### src/verilog/cfg_pkg.sv
package ccr_pkg;
  localparam logic [7:0] CCR_MODE_OFFSET     = 8'h9c;
  localparam logic [7:0] CCR_MUX_OFFSET      = 8'h9f;
  localparam logic [7:0] CCR_CTRL_OFFSET     = 8'h9a;
  localparam logic [7:0] CCR_IRQ_STAT_OFFSET = 8'ha0;
  localparam logic [7:0] CCR_IRQ_CLR_OFFSET  = 8'ha1;
  localparam logic [7:0] CCR_IRQ_EN_OFFSET   = 8'ha2;
  localparam logic [7:0] CCR_MODE_RESET      = 8'h02;
  localparam logic [7:0] CCR_MUX_RESET       = 8'h00;
  localparam logic [7:0] CCR_CTRL_RESET      = 8'h00;
  localparam logic [7:0] CCR_IRQ_EN_RESET    = 8'h00;
  localparam logic [7:0] CCR_MODE_MASK       = 8'h33;
  localparam logic [7:0] CCR_MUX_MASK        = 8'h33;
  localparam int         CCR_ON_BIT          = 7;
  localparam int         CCR_OUT_BIT         = 6;
  localparam int         CCR_RISE_BIT        = 5;
  localparam int         CCR_FALL_BIT        = 4;
  localparam int         CCR_INV_LSB         = 4;
  localparam int         CCR_NONINV_LSB      = 0;
  localparam int         CCR_SPEED_LSB       = 0;
  localparam int         CCR_MODE0_NS        = 100;
  localparam int         CCR_MODE3_NS        = 1050;
endpackage : ccr_pkg

### src/verilog/ccr_comparator1_config_regs.sv
`timescale 1ns/1ps
`default_nettype none
module ccr_comparator1_config_regs
  import ccr_pkg::*;
(
  input  wire logic       sys_clk_in,
  input  wire logic       sys_rst_in,
  input  wire logic [7:0] addr_in,
  input  wire logic [7:0] wdata_in,
  input  wire logic       wr_in,
  input  wire logic       rd_in,
  output logic      [7:0] rdata_out,
  input  wire logic       cmp_raw_in,
  output logic            comparator_on_out,
  output logic      [3:0] inverting_onehot_out,
  output logic      [3:0] noninverting_onehot_out,
  output logic      [1:0] response_speed_select_out,
  output logic            cmp_pin_out,
  output logic            irq_out,
  output logic            ext_irq_out
);

  ////////////////////////////////////////////////////////////////////////////
  logic [7:0] mode_r;
  logic [7:0] mux_r;
  logic       on_r;
  logic [3:0] hyst_r;
  logic       sync1_r;
  logic       sync2_r;
  logic       prev_r;
  logic       rise_edge_flag_r;
  logic       fall_edge_flag_r;
  logic [1:0] stat_r;
  logic [1:0] irq_en_r;
  logic       rise_ev;
  logic       fall_ev;
  logic       wr_ctrl;
  logic       wr_clr;
  logic       wr_mode;
  logic       wr_mux;
  logic       wr_en;
  logic [7:0] rdata_nxt;

  // The analogue output is asynchronous, so it is synchronised first.
  always_ff @(posedge sys_clk_in or posedge sys_rst_in) begin
    if (sys_rst_in) begin
      sync1_r <= 1'b0;
      sync2_r <= 1'b0;
      prev_r  <= 1'b0;
    end else begin
      sync1_r <= cmp_raw_in;
      sync2_r <= sync1_r & on_r;
      prev_r  <= sync2_r;
    end
  end

  assign rise_ev = sync2_r & ~prev_r;
  assign fall_ev = ~sync2_r & prev_r;
  assign wr_ctrl = wr_in && (addr_in == CCR_CTRL_OFFSET);
  assign wr_clr  = wr_in && (addr_in == CCR_IRQ_CLR_OFFSET);
  assign wr_mode = wr_in && (addr_in == CCR_MODE_OFFSET);
  assign wr_mux  = wr_in && (addr_in == CCR_MUX_OFFSET);
  assign wr_en   = wr_in && (addr_in == CCR_IRQ_EN_OFFSET);

  ////////////////////////////////////////////////////////////////////////////
  // Unused bit pairs are never stored, so a read returns them as zero
  // without any extra masking on the read path.
  always_ff @(posedge sys_clk_in or posedge sys_rst_in) begin
    if (sys_rst_in) begin
      mode_r <= CCR_MODE_RESET;
    end else if (wr_mode) begin
      mode_r <= wdata_in & CCR_MODE_MASK;
    end
  end

  always_ff @(posedge sys_clk_in or posedge sys_rst_in) begin
    if (sys_rst_in) begin
      mux_r <= CCR_MUX_RESET;
    end else if (wr_mux) begin
      mux_r <= wdata_in & CCR_MUX_MASK;
    end
  end

  // The control register keeps the enable and hysteresis bits here; its
  // flag bits live with the edge logic below.
  always_ff @(posedge sys_clk_in or posedge sys_rst_in) begin
    if (sys_rst_in) begin
      on_r   <= CCR_CTRL_RESET[CCR_ON_BIT];
      hyst_r <= CCR_CTRL_RESET[3:0];
    end else if (wr_ctrl) begin
      on_r   <= wdata_in[CCR_ON_BIT];
      hyst_r <= wdata_in[3:0];
    end
  end

  always_ff @(posedge sys_clk_in or posedge sys_rst_in) begin
    if (sys_rst_in) begin
      irq_en_r <= CCR_IRQ_EN_RESET[1:0];
    end else if (wr_en) begin
      irq_en_r <= wdata_in[1:0];
    end
  end

  // Hardware set wins over a software clear in the same cycle.
  always_ff @(posedge sys_clk_in or posedge sys_rst_in) begin
    if (sys_rst_in) begin
      rise_edge_flag_r <= 1'b0;
      fall_edge_flag_r <= 1'b0;
    end else begin
      if (rise_ev)
        rise_edge_flag_r <= 1'b1;
      else if (wr_ctrl && !wdata_in[CCR_RISE_BIT])
        rise_edge_flag_r <= 1'b0;
      if (fall_ev)
        fall_edge_flag_r <= 1'b1;
      else if (wr_ctrl && !wdata_in[CCR_FALL_BIT])
        fall_edge_flag_r <= 1'b0;
    end
  end

  // Sticky block-level status: bit 0 rising event, bit 1 falling event.
  always_ff @(posedge sys_clk_in or posedge sys_rst_in) begin
    if (sys_rst_in) begin
      stat_r <= 2'h0;
    end else begin
      stat_r[0] <= rise_ev | (stat_r[0] & ~(wr_clr & wdata_in[0]));
      stat_r[1] <= fall_ev | (stat_r[1] & ~(wr_clr & wdata_in[1]));
    end
  end

  ////////////////////////////////////////////////////////////////////////////
  // Read data are chosen here and registered, so they stand exactly one
  // cycle after the strobe and are zero in every other cycle.
  always_comb begin
    rdata_nxt = 8'h00;
    if (rd_in) begin
      case (addr_in)
        CCR_MODE_OFFSET:     rdata_nxt = mode_r;
        CCR_MUX_OFFSET:      rdata_nxt = mux_r;
        CCR_CTRL_OFFSET:     rdata_nxt = {on_r, sync2_r, rise_edge_flag_r,
                                          fall_edge_flag_r, hyst_r};
        CCR_IRQ_STAT_OFFSET: rdata_nxt = {6'h00, stat_r};
        CCR_IRQ_EN_OFFSET:   rdata_nxt = {6'h00, irq_en_r};
        default:             rdata_nxt = 8'h00;
      endcase
    end
  end

  always_ff @(posedge sys_clk_in or posedge sys_rst_in) begin
    if (sys_rst_in) begin
      rdata_out <= 8'h00;
    end else begin
      rdata_out <= rdata_nxt;
    end
  end

  ////////////////////////////////////////////////////////////////////////////
  // Code 11 selects a reserved pin on the small package; software keeps off.
  assign inverting_onehot_out =
    4'h1 << mux_r[CCR_INV_LSB +: 2];
  assign noninverting_onehot_out =
    4'h1 << mux_r[CCR_NONINV_LSB +: 2];
  assign response_speed_select_out = mode_r[CCR_SPEED_LSB +: 2];
  assign comparator_on_out = on_r;
  assign cmp_pin_out = sync2_r;
  assign irq_out = (rise_edge_flag_r & mode_r[CCR_RISE_BIT]) |
                   (fall_edge_flag_r & mode_r[CCR_FALL_BIT]);
  assign ext_irq_out = |(stat_r & irq_en_r);

  ////////////////////////////////////////////////////////////////////////////
  irq_rise_a: assert property (@(posedge sys_clk_in) disable iff (sys_rst_in)
    (rise_edge_flag_r && mode_r[5]) |-> irq_out)
    else $error("rising irq missing");
  irq_fall_a: assert property (@(posedge sys_clk_in) disable iff (sys_rst_in)
    (fall_edge_flag_r && mode_r[4]) |-> irq_out)
    else $error("falling irq missing");
  irq_cause_a: assert property (@(posedge sys_clk_in) disable iff (sys_rst_in)
    irq_out |-> ((rise_edge_flag_r && mode_r[5]) ||
                 (fall_edge_flag_r && mode_r[4])))
    else $error("spurious irq");
  rise_set_a: assert property (@(posedge sys_clk_in) disable iff (sys_rst_in)
    (sync2_r && !prev_r) |=> rise_edge_flag_r)
    else $error("rising flag not set");
  fall_set_a: assert property (@(posedge sys_clk_in) disable iff (sys_rst_in)
    (!sync2_r && prev_r) |=> fall_edge_flag_r)
    else $error("falling flag not set");
  flag_hold_a: assert property (@(posedge sys_clk_in) disable iff (sys_rst_in)
    (rise_edge_flag_r && !wr_ctrl) |=> rise_edge_flag_r)
    else $error("rising flag dropped");
  off_low_a: assert property (@(posedge sys_clk_in) disable iff (sys_rst_in)
    !on_r [*2] |=> !cmp_pin_out)
    else $error("output not low when off");
  unused_zero_a: assert property (@(posedge sys_clk_in)
    disable iff (sys_rst_in)
    ((mode_r & 8'hcc) == 8'h00) && ((mux_r & 8'hcc) == 8'h00))
    else $error("unused bits set");
  mux_sel_a: assert property (@(posedge sys_clk_in) disable iff (sys_rst_in)
    inverting_onehot_out[mux_r[5:4]] &&
    noninverting_onehot_out[mux_r[1:0]])
    else $error("pin select wrong");
  speed_a: assert property (@(posedge sys_clk_in) disable iff (sys_rst_in)
    (wr_in && addr_in == 8'h9c) |=>
      response_speed_select_out == $past(wdata_in[1:0]))
    else $error("speed field not updated");

  // Read path, stored fields and the flag life cycle.
  rd_idle_a: assert property (
    @(posedge sys_clk_in) disable iff (sys_rst_in)
    !rd_in |=> (rdata_out == 8'h00))
    else $error("read data not idle");

  rd_mode_a: assert property (
    @(posedge sys_clk_in) disable iff (sys_rst_in)
    (rd_in && (addr_in == CCR_MODE_OFFSET)) |=>
      (rdata_out == $past(mode_r)))
    else $error("mode read wrong");

  rd_mux_a: assert property (
    @(posedge sys_clk_in) disable iff (sys_rst_in)
    (rd_in && (addr_in == CCR_MUX_OFFSET)) |=>
      (rdata_out == $past(mux_r)))
    else $error("select read wrong");

  rd_unused_a: assert property (
    @(posedge sys_clk_in) disable iff (sys_rst_in)
    (rd_in && ((addr_in == CCR_MODE_OFFSET) ||
               (addr_in == CCR_MUX_OFFSET))) |=>
      ((rdata_out & 8'hcc) == 8'h00))
    else $error("unused bits read set");

  mode_wr_a: assert property (
    @(posedge sys_clk_in) disable iff (sys_rst_in)
    wr_mode |=> (mode_r == ($past(wdata_in) & CCR_MODE_MASK)))
    else $error("mode write wrong");

  mux_wr_a: assert property (
    @(posedge sys_clk_in) disable iff (sys_rst_in)
    wr_mux |=> (mux_r == ($past(wdata_in) & CCR_MUX_MASK)))
    else $error("select write wrong");

  mode_hold_a: assert property (
    @(posedge sys_clk_in) disable iff (sys_rst_in)
    !wr_mode |=> $stable(mode_r))
    else $error("mode changed unwritten");

  mux_hold_a: assert property (
    @(posedge sys_clk_in) disable iff (sys_rst_in)
    !wr_mux |=> $stable(mux_r))
    else $error("select changed unwritten");

  pin_onehot_a: assert property (
    @(posedge sys_clk_in) disable iff (sys_rst_in)
    $onehot(inverting_onehot_out) && $onehot(noninverting_onehot_out))
    else $error("pin select not one-hot");

  rise_gate_a: assert property (
    @(posedge sys_clk_in) disable iff (sys_rst_in)
    (!mode_r[CCR_RISE_BIT] &&
     !(fall_edge_flag_r && mode_r[CCR_FALL_BIT])) |-> !irq_out)
    else $error("rising irq not gated");

  fall_gate_a: assert property (
    @(posedge sys_clk_in) disable iff (sys_rst_in)
    (!mode_r[CCR_FALL_BIT] &&
     !(rise_edge_flag_r && mode_r[CCR_RISE_BIT])) |-> !irq_out)
    else $error("falling irq not gated");

  irq_idle_a: assert property (
    @(posedge sys_clk_in) disable iff (sys_rst_in)
    (!rise_edge_flag_r && !fall_edge_flag_r) |-> !irq_out)
    else $error("irq without flag");

  fall_hold_a: assert property (
    @(posedge sys_clk_in) disable iff (sys_rst_in)
    (fall_edge_flag_r && !wr_ctrl) |=> fall_edge_flag_r)
    else $error("falling flag dropped");

  rise_clr_a: assert property (
    @(posedge sys_clk_in) disable iff (sys_rst_in)
    (rise_edge_flag_r && wr_ctrl && !wdata_in[CCR_RISE_BIT] &&
     !rise_ev) |=> !rise_edge_flag_r)
    else $error("rising flag not cleared");

  fall_clr_a: assert property (
    @(posedge sys_clk_in) disable iff (sys_rst_in)
    (fall_edge_flag_r && wr_ctrl && !wdata_in[CCR_FALL_BIT] &&
     !fall_ev) |=> !fall_edge_flag_r)
    else $error("falling flag not cleared");

  rise_cause_a: assert property (
    @(posedge sys_clk_in) disable iff (sys_rst_in)
    (!rise_edge_flag_r && !rise_ev) |=> !rise_edge_flag_r)
    else $error("rising flag without edge");

  fall_cause_a: assert property (
    @(posedge sys_clk_in) disable iff (sys_rst_in)
    (!fall_edge_flag_r && !fall_ev) |=> !fall_edge_flag_r)
    else $error("falling flag without edge");

  on_wr_a: assert property (
    @(posedge sys_clk_in) disable iff (sys_rst_in)
    wr_ctrl |=> (comparator_on_out == $past(wdata_in[CCR_ON_BIT])))
    else $error("enable write wrong");

  pin_on_a: assert property (
    @(posedge sys_clk_in) disable iff (sys_rst_in)
    cmp_pin_out |-> $past(on_r))
    else $error("pin high while off");

endmodule : ccr_comparator1_config_regs
`default_nettype wire

### config.mk
export PLATFORM = sky130hd
export DESIGN_NAME = ccr_comparator1_config_regs
export DESIGN_NICKNAME = d
export VERILOG_FILES = /design/src/verilog/cfg_pkg.sv /design/src/verilog/ccr_comparator1_config_regs.sv
export SDC_FILE = /design/constraint.sdc
export NUM_CORES = 1
export LEC_CHECK = 0
export ABC_AREA = 1
export BUFFER_PORTS_ARGS = -buffer_cell sky130_fd_sc_hd__buf_2
export CELL_PAD_IN_SITES_DETAIL_PLACEMENT = 1
export CELL_PAD_IN_SITES_GLOBAL_PLACEMENT = 2
export CORE_MARGIN = 8
export CORE_UTILIZATION = 27
export CTS_BUF_LIST = sky130_fd_sc_hd__clkbuf_8
export DETAILED_ROUTE_END_ITERATION = 8
export PLACE_DENSITY_LB_ADDON = 0.1
export SLEW_MARGIN = 20
export SYNTH_ARGS = -nofsm -noshare
export SYNTH_HDL_FRONTEND = slang
export SYNTH_SLANG_ARGS = --single-unit
### constraint.sdc
create_clock -name sys_clk_in -period 1 [get_ports sys_clk_in]
set_clock_uncertainty 0.15 [all_clocks]
set_input_delay 0.1 -clock sys_clk_in [delete_from_list [all_inputs] [get_ports sys_clk_in]]
set_output_delay 0.1 -clock sys_clk_in [all_outputs]
set_load 0.01 [all_outputs]
==> run metrics, run 1 <==
Nets=284; grt ovf=0; Overall Power=about 3.0 mW; # DRC=0; Core Util, Final=0.493; Cell Area, Synth=around 0.0015 sq mm; Mean Syn Cell Area=roughly 8.5 sq um; cts hold-fix bufs=10; Die Footprint=~0.008 sq mm; Final Hold Violating Endpoints=1; fin crit period=between 1 and 1.5 ns; Static Leak=approximately 1.3 nW; Worst Path Max Fanout=4; 1st-pass router iterations=4; GP Congestion=0.813; setup slack, reg-to-reg=-0.18 ns; sequential power share=0.447; CTS tree=yes; Layout area overhead=74.7%; Post-Route WL=between 5000 and 6000 microns; CP Capture Point=inverting_onehot_out[1]; die width=between 80 and 90 microns; Max H-tree Level=2; Data required, critical path=between 0.7 and 0.8 ns; WHS=-0.0186 ns; Reg2Reg Depth=6; Cells after Synth=between 150 and 200; DIE HEIGHT=just under 90 microns; layout cell share with drive strength beyond 1=0.549; Clock Latency Late Sink=between 0.2 and 0.3 ns; vias in the first global route=1,600; WL per Instance=about 15 microns; Setup WS post-layout=-0.315 ns; Slew @ Worst Pin=between 0.5 and 0.6 ns; launching point of the worst reg2reg path=mux_r[1]$_DFFE_PP0P_; max-slew violation count=0; post-synthesis sequential area ratio=0.519; final period utilization=1.31; # clock sinks=30; Worst slew margin=0.615; antenna fix cells=0; status=complete, but fails checks; GR Util All Layers=0.129; Initial DRC Count=between 40 and 50; Synth cell types=20; Area contributors post-synth=dfrtp_1, nand2_1, inv_1, o21ai_0, nand3_1; FMAX=about 760 MHz; CTS root buf=clkbuf_8; commonest non-fill, non-tap cell in the layout=buf_2; initial antenna violation count=0; Startpoint Class=register; Core ar.=approximately 0.0051 sq mm; input/output buffers=between 40 and 50; Setup-failing EPs final=28; FP Rows=26; antenna viol nets, final=0; VDD IR max=slightly above 0.0008 V; clk slew on worst S/H paths=0.06 ns; synthesized flop and latch total=30; combinational power share=0.214; io pins=43; Worst Setup End Kind=output pin; crit path from=mux_r[4]$_DFFE_PP0P_; first-pass GRT wire length=7750 microns; Starting Density=0.282; crit path kind=register to output pin; clock buffer depth=2; Sw Share=0.276; Pwr Density=1160 mW/mm^2; pin count of the biggest net entering global routing=19; failing checks=hold timing, setup timing; share of the synthesized area in the top cell type=0.500; Detailed Place HPWL=3570 microns; drt via density=~4.4; worst min path class=primary input to register; Sw Pwr=between 0.8 and 0.9 mW; CTS buffer count=5; Arr. time, crit path=1.06 ns; syn_nets=192; R2R Path End=rdata_out[1]$_DFF_PP0_; Clk pwr share=0.339; # Max-Cap Violations=0; post-place setup slack=-0.327 ns; largest area contributor in the netlist=dfrtp_1; commonest non-fill, non-tap cells in the layout=buf_2, dfrtp_1, nand2_1; vias=1,475; Synth Warn #=0; RSZ-0062 raised after global routing=true; internal power=2.14 mW
-- per-layer routing --
layer	track usage	up-vias	share of wire
met1	0.139	711	0.41
met2	0.234	33	0.53
li1	-	725	-
met4	0.0544	0	0.014
met3	0.0313	6	0.049
met5	0	-	0
-- power by group through the flow --
stage,Sequential [mW],Combinational (mW),Clock [mW]
floorplan,1.33,0.207,0
global placement,1.34,0.401,0
detailed placement,1.34,0.416,0
CTS,1.31,0.562,1.01
global route,1.33,0.684,1.06
finish,1.32,0.631,1.00
-- per-stage QoR --
step / area, sq um / hold slack [ns] / setup TNS (ns) / instances
2_1_floorplan: 1520 / -0.0186 / -0.00000339 / 171
5_1_grt: 2530 / 0.00301 / -5.54 / 334
6_report: 2530 / -0.0186 / -4.30 / 334
3_5_place_dp: 1920 / -0.0179 / -7.22 / 296
3_3_place_gp: 1920 / -0.0214 / -6.16 / 296
4_1_cts: 2320 / -0.0135 / -4.29 / 328
-- cell type report --
| class | count | area (sq um) |
|---|---|---|
| Clock buffer | 6 | 82.6 |
| Clock inverter | 2 | 8.76 |
| Fill cell | 624 | 2610 |
| Inverter | 30 | 145 |
| Multi-Input combinational cell | 109 | 757 |
| Sequential cell | 30 | 753 |
| Tap cell | 70 | 87.6 |
| Timing Repair Buffer | 87 | 699 |
-- state kept, by name, summed over array words and instances, names as in the netlist, 2 cells and up --
| register | flops |
|---|---|
| rdata_out | 8 |
| hyst_r | 4 |
| mode_r | 4 |
| mux_r | 4 |
| irq_en_r | 2 |
| stat_r | 2 |
-- worst min path at each step --
stage	to	cells past startpoint	startpoint	slack [ns]
floorplan	sync1_r$_DFF_PP0_	0	cmp_raw_in	-0.02
global placement	mux_r[4]$_DFFE_PP0P_	3	sys_rst_in	-0.02
detailed placement	mode_r[4]$_DFFE_PP0P_	3	sys_rst_in	-0.02
CTS	rise_edge_flag_r$_DFFE_PP0P_	3	wdata_in[5]	-0.01
global route	rise_edge_flag_r$_DFFE_PP0P_	3	wdata_in[5]	0.003
finish	rise_edge_flag_r$_DFFE_PP0P_	3	wdata_in[5]	-0.02
-- worst max-delay path, stage by stage (launching register included) --
cell and delay (ns):
dfrtp_1 0.40, buf_6 0.15, inv_4 0.04, nor2_4 0.08
buf_6 0.11
-- synthesized netlist by cell type --
cell type and instances:
nand2_1 33, dfrtp_1 29, inv_1 29, o21ai_0 15
nand3_1 14, nor2_1 14, nor3_1 6, o21a_1 6
nor2_2 5, nor2_4 4, buf_4 3, nand2_2 3
nand4_1 3, a22o_1 1, dfstp_2 1, inv_2 1
nand2_4 1, nor2_8 1, o22ai_1 1, or2_2 1
-- kinds of logic after synthesis --
family	synth area share
AO/OA/AOI/OAI	0.0932
AND/OR/NAND/NOR	0.295
buffers and inverters	0.0932
flip-flops	0.519
-- repair_timing --
| item | in CTS | in global routing |
|---|---|---|
| cloned | 1 | 0 |
| resized for setup | 30 | 45 |
| endpoints found under the hold margin | 42 | 1 |
| endpoints found under the setup margin | 33 | 44 |
| setup buffers | 13 | 9 |
| pin swaps | 14 | 21 |
Power figures use the tool's default switching activity.
==> run 2, diff against run 1 <==
REMOVE_ABC_BUFFERS = 1   (was not set)
==> run 2 against run 1 <==
Against the previous run: the run still ends with hold timing, setup timing left; combinational power fell by 7.8%; highest routed layer unchanged; setup slack improved by 0.032 ns; utilization rose by 0.27 points; non-clock buffer count rose by 4.
==> run metrics, run 2 (synthesis gave the netlist of run 1 again) <==
status=complete, but fails checks; failing checks=hold timing, setup timing; # DRC=0 (unchanged); Starting Density=0.282 (unchanged); Non-Filler Instances=337 (+0.90%); Arr. time, crit path=1.03 ns (-0.03 ns); WHS=-0.0469 ns (-0.0283 ns); # clock sinks=30 (unchanged); pin count of the biggest net entering global routing=31 (+12); RSZ-0062 raised after global routing=true; area post-placement=0.00187 sq mm (-2.7%); worst min path class=primary input to register; Hold Path Origin=wdata_in[5]; grt ovf=0 (unchanged); Max H-tree Level=2 (unchanged); Overall Power=3.15 mW (+6.9%); Pwr Density=1240 mW/mm^2 (+6.3%); R2R Path End=rdata_out[4]$_DFF_PP0_; max-slew violation count=0 (unchanged); initial antenna violation count=0 (unchanged); Reg2Reg Depth=6 (unchanged); Final Hold Violating Endpoints=2 (+1); Worst Setup End Kind=output pin; Nets=288 (+1.4%); layout cell share with drive strength beyond 1=0.539 (-0.00992); CP Capture Point=inverting_onehot_out[0]; fin crit period=1.28 ns (-0.0317 ns); Detailed Place HPWL=3250 microns (-8.8%); Most flops, register=rdata_out; launching point of the worst reg2reg path=mux_r[4]$_DFFE_PP0P_; first-pass GRT wire length=7470 microns (-3.6%); io pins=43 (unchanged); final instance area=0.00255 sq mm (+0.54%); DP Cell Count=297 (+0.34%); fill count=631 (+1.1%); CTS root buf=clkbuf_8; Data required, critical path=0.75 ns (about the same); clock buffer depth=2 (unchanged); GP Congestion=0.762 (-6.3%); Core ar.=0.00514 sq mm (unchanged); # Max-Cap Violations=0 (unchanged); drt via density=4.42 (+0.12%); max incr delay on CP=0.43 ns (+0.03 ns); commonest non-fill, non-tap cell in the layout=buf_2; commonest non-fill, non-tap cells in the layout=buf_2, dfrtp_1, buf_4; 1st-pass router iterations=4 (unchanged); crit path kind=register to output pin; Post-Route WL=4790 microns (-4.9%); CTS tree=yes; Setup-failing EPs final=27 (-3.6%); WL per Instance=14.2 microns (-5.7%); Static Leak=1.31 nW (-0.10%); vias=1,490 (+1.0%); FMAX=779 MHz (+2.5%); Setup WS post-layout=-0.283 ns (+0.0317 ns); Worst path slowest cell=dfrtp_2; Largest register FFs=8 (unchanged); clk slew on worst S/H paths=0.06 ns (about the same); final period utilization=1.28 (-0.0317); Layout area overhead=75.7%; Worst Path Max Fanout=4 (unchanged); crit path from=mux_r[4]$_DFFE_PP0P_; CTS buffer count=5 (unchanged); Initial DRC Count=29 (-40%); Critical Path, Cell by Cell=buf_6 > nor2_1 > buf_2; Clock Latency Late Sink=0.28 ns (about the same); GR Util All Layers=0.124 (-0.00528); Slew @ Worst Pin=0.329 ns (-0.248 ns); FP Rows=26 (unchanged); Worst slew margin=0.780 (+0.166); vias in the first global route=1,585 (-0.94%); setup slack, reg-to-reg=-0.21 ns (-0.03 ns); DIE HEIGHT=89.3 microns (unchanged); antenna viol nets, final=0 (unchanged); input/output buffers=41 (unchanged); Core Util, Final=0.496 (+0.00268); Die Footprint=0.00797 sq mm (unchanged); Startpoint Class=register; die width=89.3 microns (unchanged); VDD IR max=0.00104 V (+26%); antenna fix cells=0 (unchanged)
## run 2: changes by cell type in the layout (fill, tap and decap cells not counted), sizes merged
cell	previous run	this run
inv	31	29
clkinv	1	0
clkinvlp	0	1
bufinv	0	1
clkbuf	7	6
buf	76	80
bufbuf	0	1
## run 2: how the worst min path moves through the flow
| stage | endpoint | cells after the start |
|---|---|---|
| floorplan | sync1_r$_DFF_PP0_ | 0 |
| global placement | prev_r$_DFF_PP0_ | 3 |
| detailed placement | prev_r$_DFF_PP0_ | 3 |
| CTS | fall_edge_flag_r$_DFFE_PP0P_ | 3 |
| global route | fall_edge_flag_r$_DFFE_PP0P_ | 3 |
| finish | rise_edge_flag_r$_DFFE_PP0P_ | 3 |
## run 2: final cells by class
type,instances,area (sq um),area share
clock buffer,6,82.6,0.0324
clock inverter,1,30.0,0.0118
inverter,30,119,0.0467
multi-input combinational,109,724,0.284
sequential,30,754,0.296
tap,70,87.6,0.0344
timing repair buffer,91,749,0.294
## run 2: per-stage QoR
| step | setup slack (ns) | setup TNS, ns |
|---|---|---|
| after floorplan | -0.145 | -1.52 |
| after global placement | -0.293 | -6.47 |
| after detailed placement | -0.364 | -7.67 |
| after CTS | -0.288 | -4.02 |
| after global routing | -0.330 | -4.90 |
| final | -0.283 | -3.77 |
## run 2: report_power, final
group / switching, mW / internal (mW) / total (mW)
Combinational: 0.274 / 0.307 / 0.582
Clock: 0.454 / 0.796 / 1.25
Sequential: 0.0447 / 1.28 / 1.32
Total: 0.773 / 2.38 / 3.15
## run 2: timing repair
| item | CTS | global route |
|---|---|---|
| hold endpoints to repair | 43 | 3 |
| endpoints found under the setup margin | 36 | 43 |
| pin swaps | 25 | 20 |
| gates resized for setup | 38 | 44 |
| hold buffers | 10 | 1 |
| buffers inserted | 14 | 10 |
| gates cloned | 2 | 0 |
## run 2: worst max-delay path, delay by kind of cell, from the launching register on
| family | cells | cell delay [ns] |
|---|---|---|
| buffers and inverters | 2 | 0.25 |
| and+or+nand+nor | 1 | 0.07 |
| DFF | 1 | 0.43 |
## run 2: layer usage
layer | GRT usage | wire, microns | up-vias
li1 | - | - | 731
met1 | 0.138 | 2010 | 728
met2 | 0.220 | 2520 | 26
met3 | 0.0349 | 214 | 5
met4 | 0.0408 | 46 | 0
met5 | 0 | 0 | -
==> run 3, diff against run 2 <==
SETUP_SLACK_MARGIN = 0.15   (was not set)
==> run 3 against run 2 <==
Against the previous run: the run still ends with hold timing, setup timing left; critical path depth is 1 lower; maximum frequency is 1.4% lower; cell area rose by 4.0%; worst hold slack got worse by 0.050 ns; utilization up 2.0 points; largest cell class is now multi-input combinational cells.
==> run metrics, run 3 (synthesis gave the netlist of run 1 again) <==
status=complete, but fails checks; failing checks=hold timing, setup timing; input/output buffers=41 (unchanged); worst min path class=primary input to register; Pwr Density=1220 mW/mm^2 (-1.7%); Post-Route WL=4850 microns (+1.1%); io pins=43 (unchanged); Arr. time, crit path=1.05 ns (+0.02 ns); max incr delay on CP=0.40 ns (-0.03 ns); CTS tree=yes; WHS=-0.0973 ns (-0.0505 ns); WL per Instance=14.6 microns (+2.3%); Slew @ Worst Pin=0.401 ns (+0.0713 ns); area of the multi-input gates=808 sq um (+12%); # DRC=0 (unchanged); # Max-Cap Violations=0 (unchanged); layout cell share with drive strength beyond 1=0.612 (+0.0728); Static Leak=1.32 nW (+1.2%); antenna viol nets, final=0 (unchanged); commonest non-fill, non-tap cells in the layout=buf_2, dfrtp_1, buf_6; GP Congestion=0.762 (unchanged); clock buffer depth=2 (unchanged); antenna fix cells=0 (unchanged); Setup WS post-layout=-0.301 ns (-0.0186 ns); die width=89.3 microns (unchanged); crit path kind=register to output pin; max-slew violation count=0 (unchanged); FMAX=768 MHz (-1.4%); Worst Path Max Fanout=2 (-2); Max H-tree Level=2 (unchanged); GR Util All Layers=0.126 (+0.00274); Worst path slowest cell=dfrtp_1; Data required, critical path=0.75 ns (about the same); cts hold-fix bufs=5 (-5); area occupied by registers=754 sq um (unchanged); Layout area overhead=82.7%; post-place setup slack=-0.364 ns (unchanged); Largest register FFs=8 (unchanged); Setup-failing EPs final=30 (+11%); commonest non-fill, non-tap cell in the layout=buf_2; Clock Latency Late Sink=0.28 ns (about the same); VDD IR max=0.00102 V (-1.6%); Core ar.=0.00514 sq mm (unchanged); fill count=612 (-3.0%); clk slew on worst S/H paths=0.06 ns (about the same); Worst slew margin=0.733 (-0.0474); Nets=284 (-1.4%); Starting Density=0.282 (unchanged); vias in the first global route=1,601 (+1.0%); final setup TNS=-4.03 ns (-0.259 ns); CTS root buf=clkbuf_8; drt via density=4.35 (-1.6%); Initial DRC Count=34 (+17%); pin count of the biggest net entering global routing=31 (unchanged); RSZ-0062 raised after global routing=true; Worst Setup End Kind=output pin; Die Footprint=0.00797 sq mm (unchanged); Most flops, register=rdata_out; fin crit period=1.30 ns (+0.0186 ns); DIE HEIGHT=89.3 microns (unchanged); initial antenna violation count=0 (unchanged); final period utilization=1.30 (+0.0186); Startpoint Class=register; Detailed Place HPWL=3250 microns (unchanged); CTS buffer count=5 (unchanged); grt ovf=0 (unchanged); # clock sinks=30 (unchanged); Final Hold Violating Endpoints=9 (+7); vias=1,449 (-2.8%); first-pass GRT wire length=7620 microns (+1.9%); FP Rows=26 (unchanged); setup slack, reg-to-reg=-0.19 ns (+0.02 ns); 1st-pass router iterations=4 (unchanged); Critical Path, Cell by Cell=a22o_1 > buf_2
[run 3: changes by cell type in the layout (fill, tap and decap cells not counted), sizes merged]
cell	previous run	this run
dlygate4sd3	10	5
buf	80	81
[run 3: cell type report]
class | count | share of cell area
clock buffer | 6 | 0.0312
tap | 70 | 0.0331
timing repair buffer | 87 | 0.286
clock inverter | 1 | 0.0113
multi-input combinational | 109 | 0.305
inverter | 30 | 0.0487
sequential | 30 | 0.285
[run 3: worst max-delay path, delay by kind of cell, from the launching register on]
kind	cells	cell delay [ns]
buf+inv	1	0.14
compound gates	1	0.24
flops	1	0.40
[run 3: path summary, 6_finish.rpt]
path                            depth (start not counted)                    start                            to
worst max register to register                          6     mux_r[4]$_DFFE_PP0P_        rdata_out[4]$_DFF_PP0_
worst max-delay path                                    2  irq_en_r[1]$_DFFE_PP0P_                   ext_irq_out
worst min register to register                          2        sync1_r$_DFF_PP0_         cmp_pin_out$_DFF_PP0_
max in group asynchronous                               4               sys_rst_in         mode_r[1]$_DFFE_PP1P_
worst min-delay path                                    3              wdata_in[0]          mux_r[0]$_DFFE_PP0P_
min in group asynchronous                               4               sys_rst_in  rise_edge_flag_r$_DFFE_PP0P_
[run 3: routing by layer]
layer | vias to the layer above | global-route usage | part of all wire
li1 | 721 | - | -
met1 | 693 | 0.143 | 0.42
met2 | 30 | 0.223 | 0.52
met3 | 5 | 0.0349 | 0.050
met4 | 0 | 0.0408 | 0.0095
met5 | - | 0 | 0
[run 3: repair_timing]
action	4_1_cts	5_1_grt
setup endpoints to repair	49	50
buffers inserted	17	5
gates resized for setup	74	52
hold endpoints to repair	43	9
cloned	2	0
pin swaps	39	31
[run 3: report_power, final]
group	switching, mW	total (mW)	internal [mW]
logic	0.307	0.652	0.345
clock network	0.449	1.25	0.796
registers	0.0486	1.33	1.28
[run 3: per-stage QoR]
| stage | total power, mW | cells | util | instance area, sq um | hold slack [ns] |
|---|---|---|---|---|---|
| 2_1_floorplan | 1.51 | 168 | - | 1430 | -0.0186 |
| 3_3_place_gp | 1.70 | 297 | 0.363 | 1870 | -0.00533 |
| 3_5_place_dp | 1.71 | 297 | 0.363 | 1870 | 0.00161 |
| 4_1_cts | 3.16 | 328 | 0.476 | 2450 | -0.0996 |
| 5_1_grt | 3.36 | 333 | 0.515 | 2650 | -0.0997 |
| 6_report | 3.22 | 333 | 0.515 | 2650 | -0.0973 |
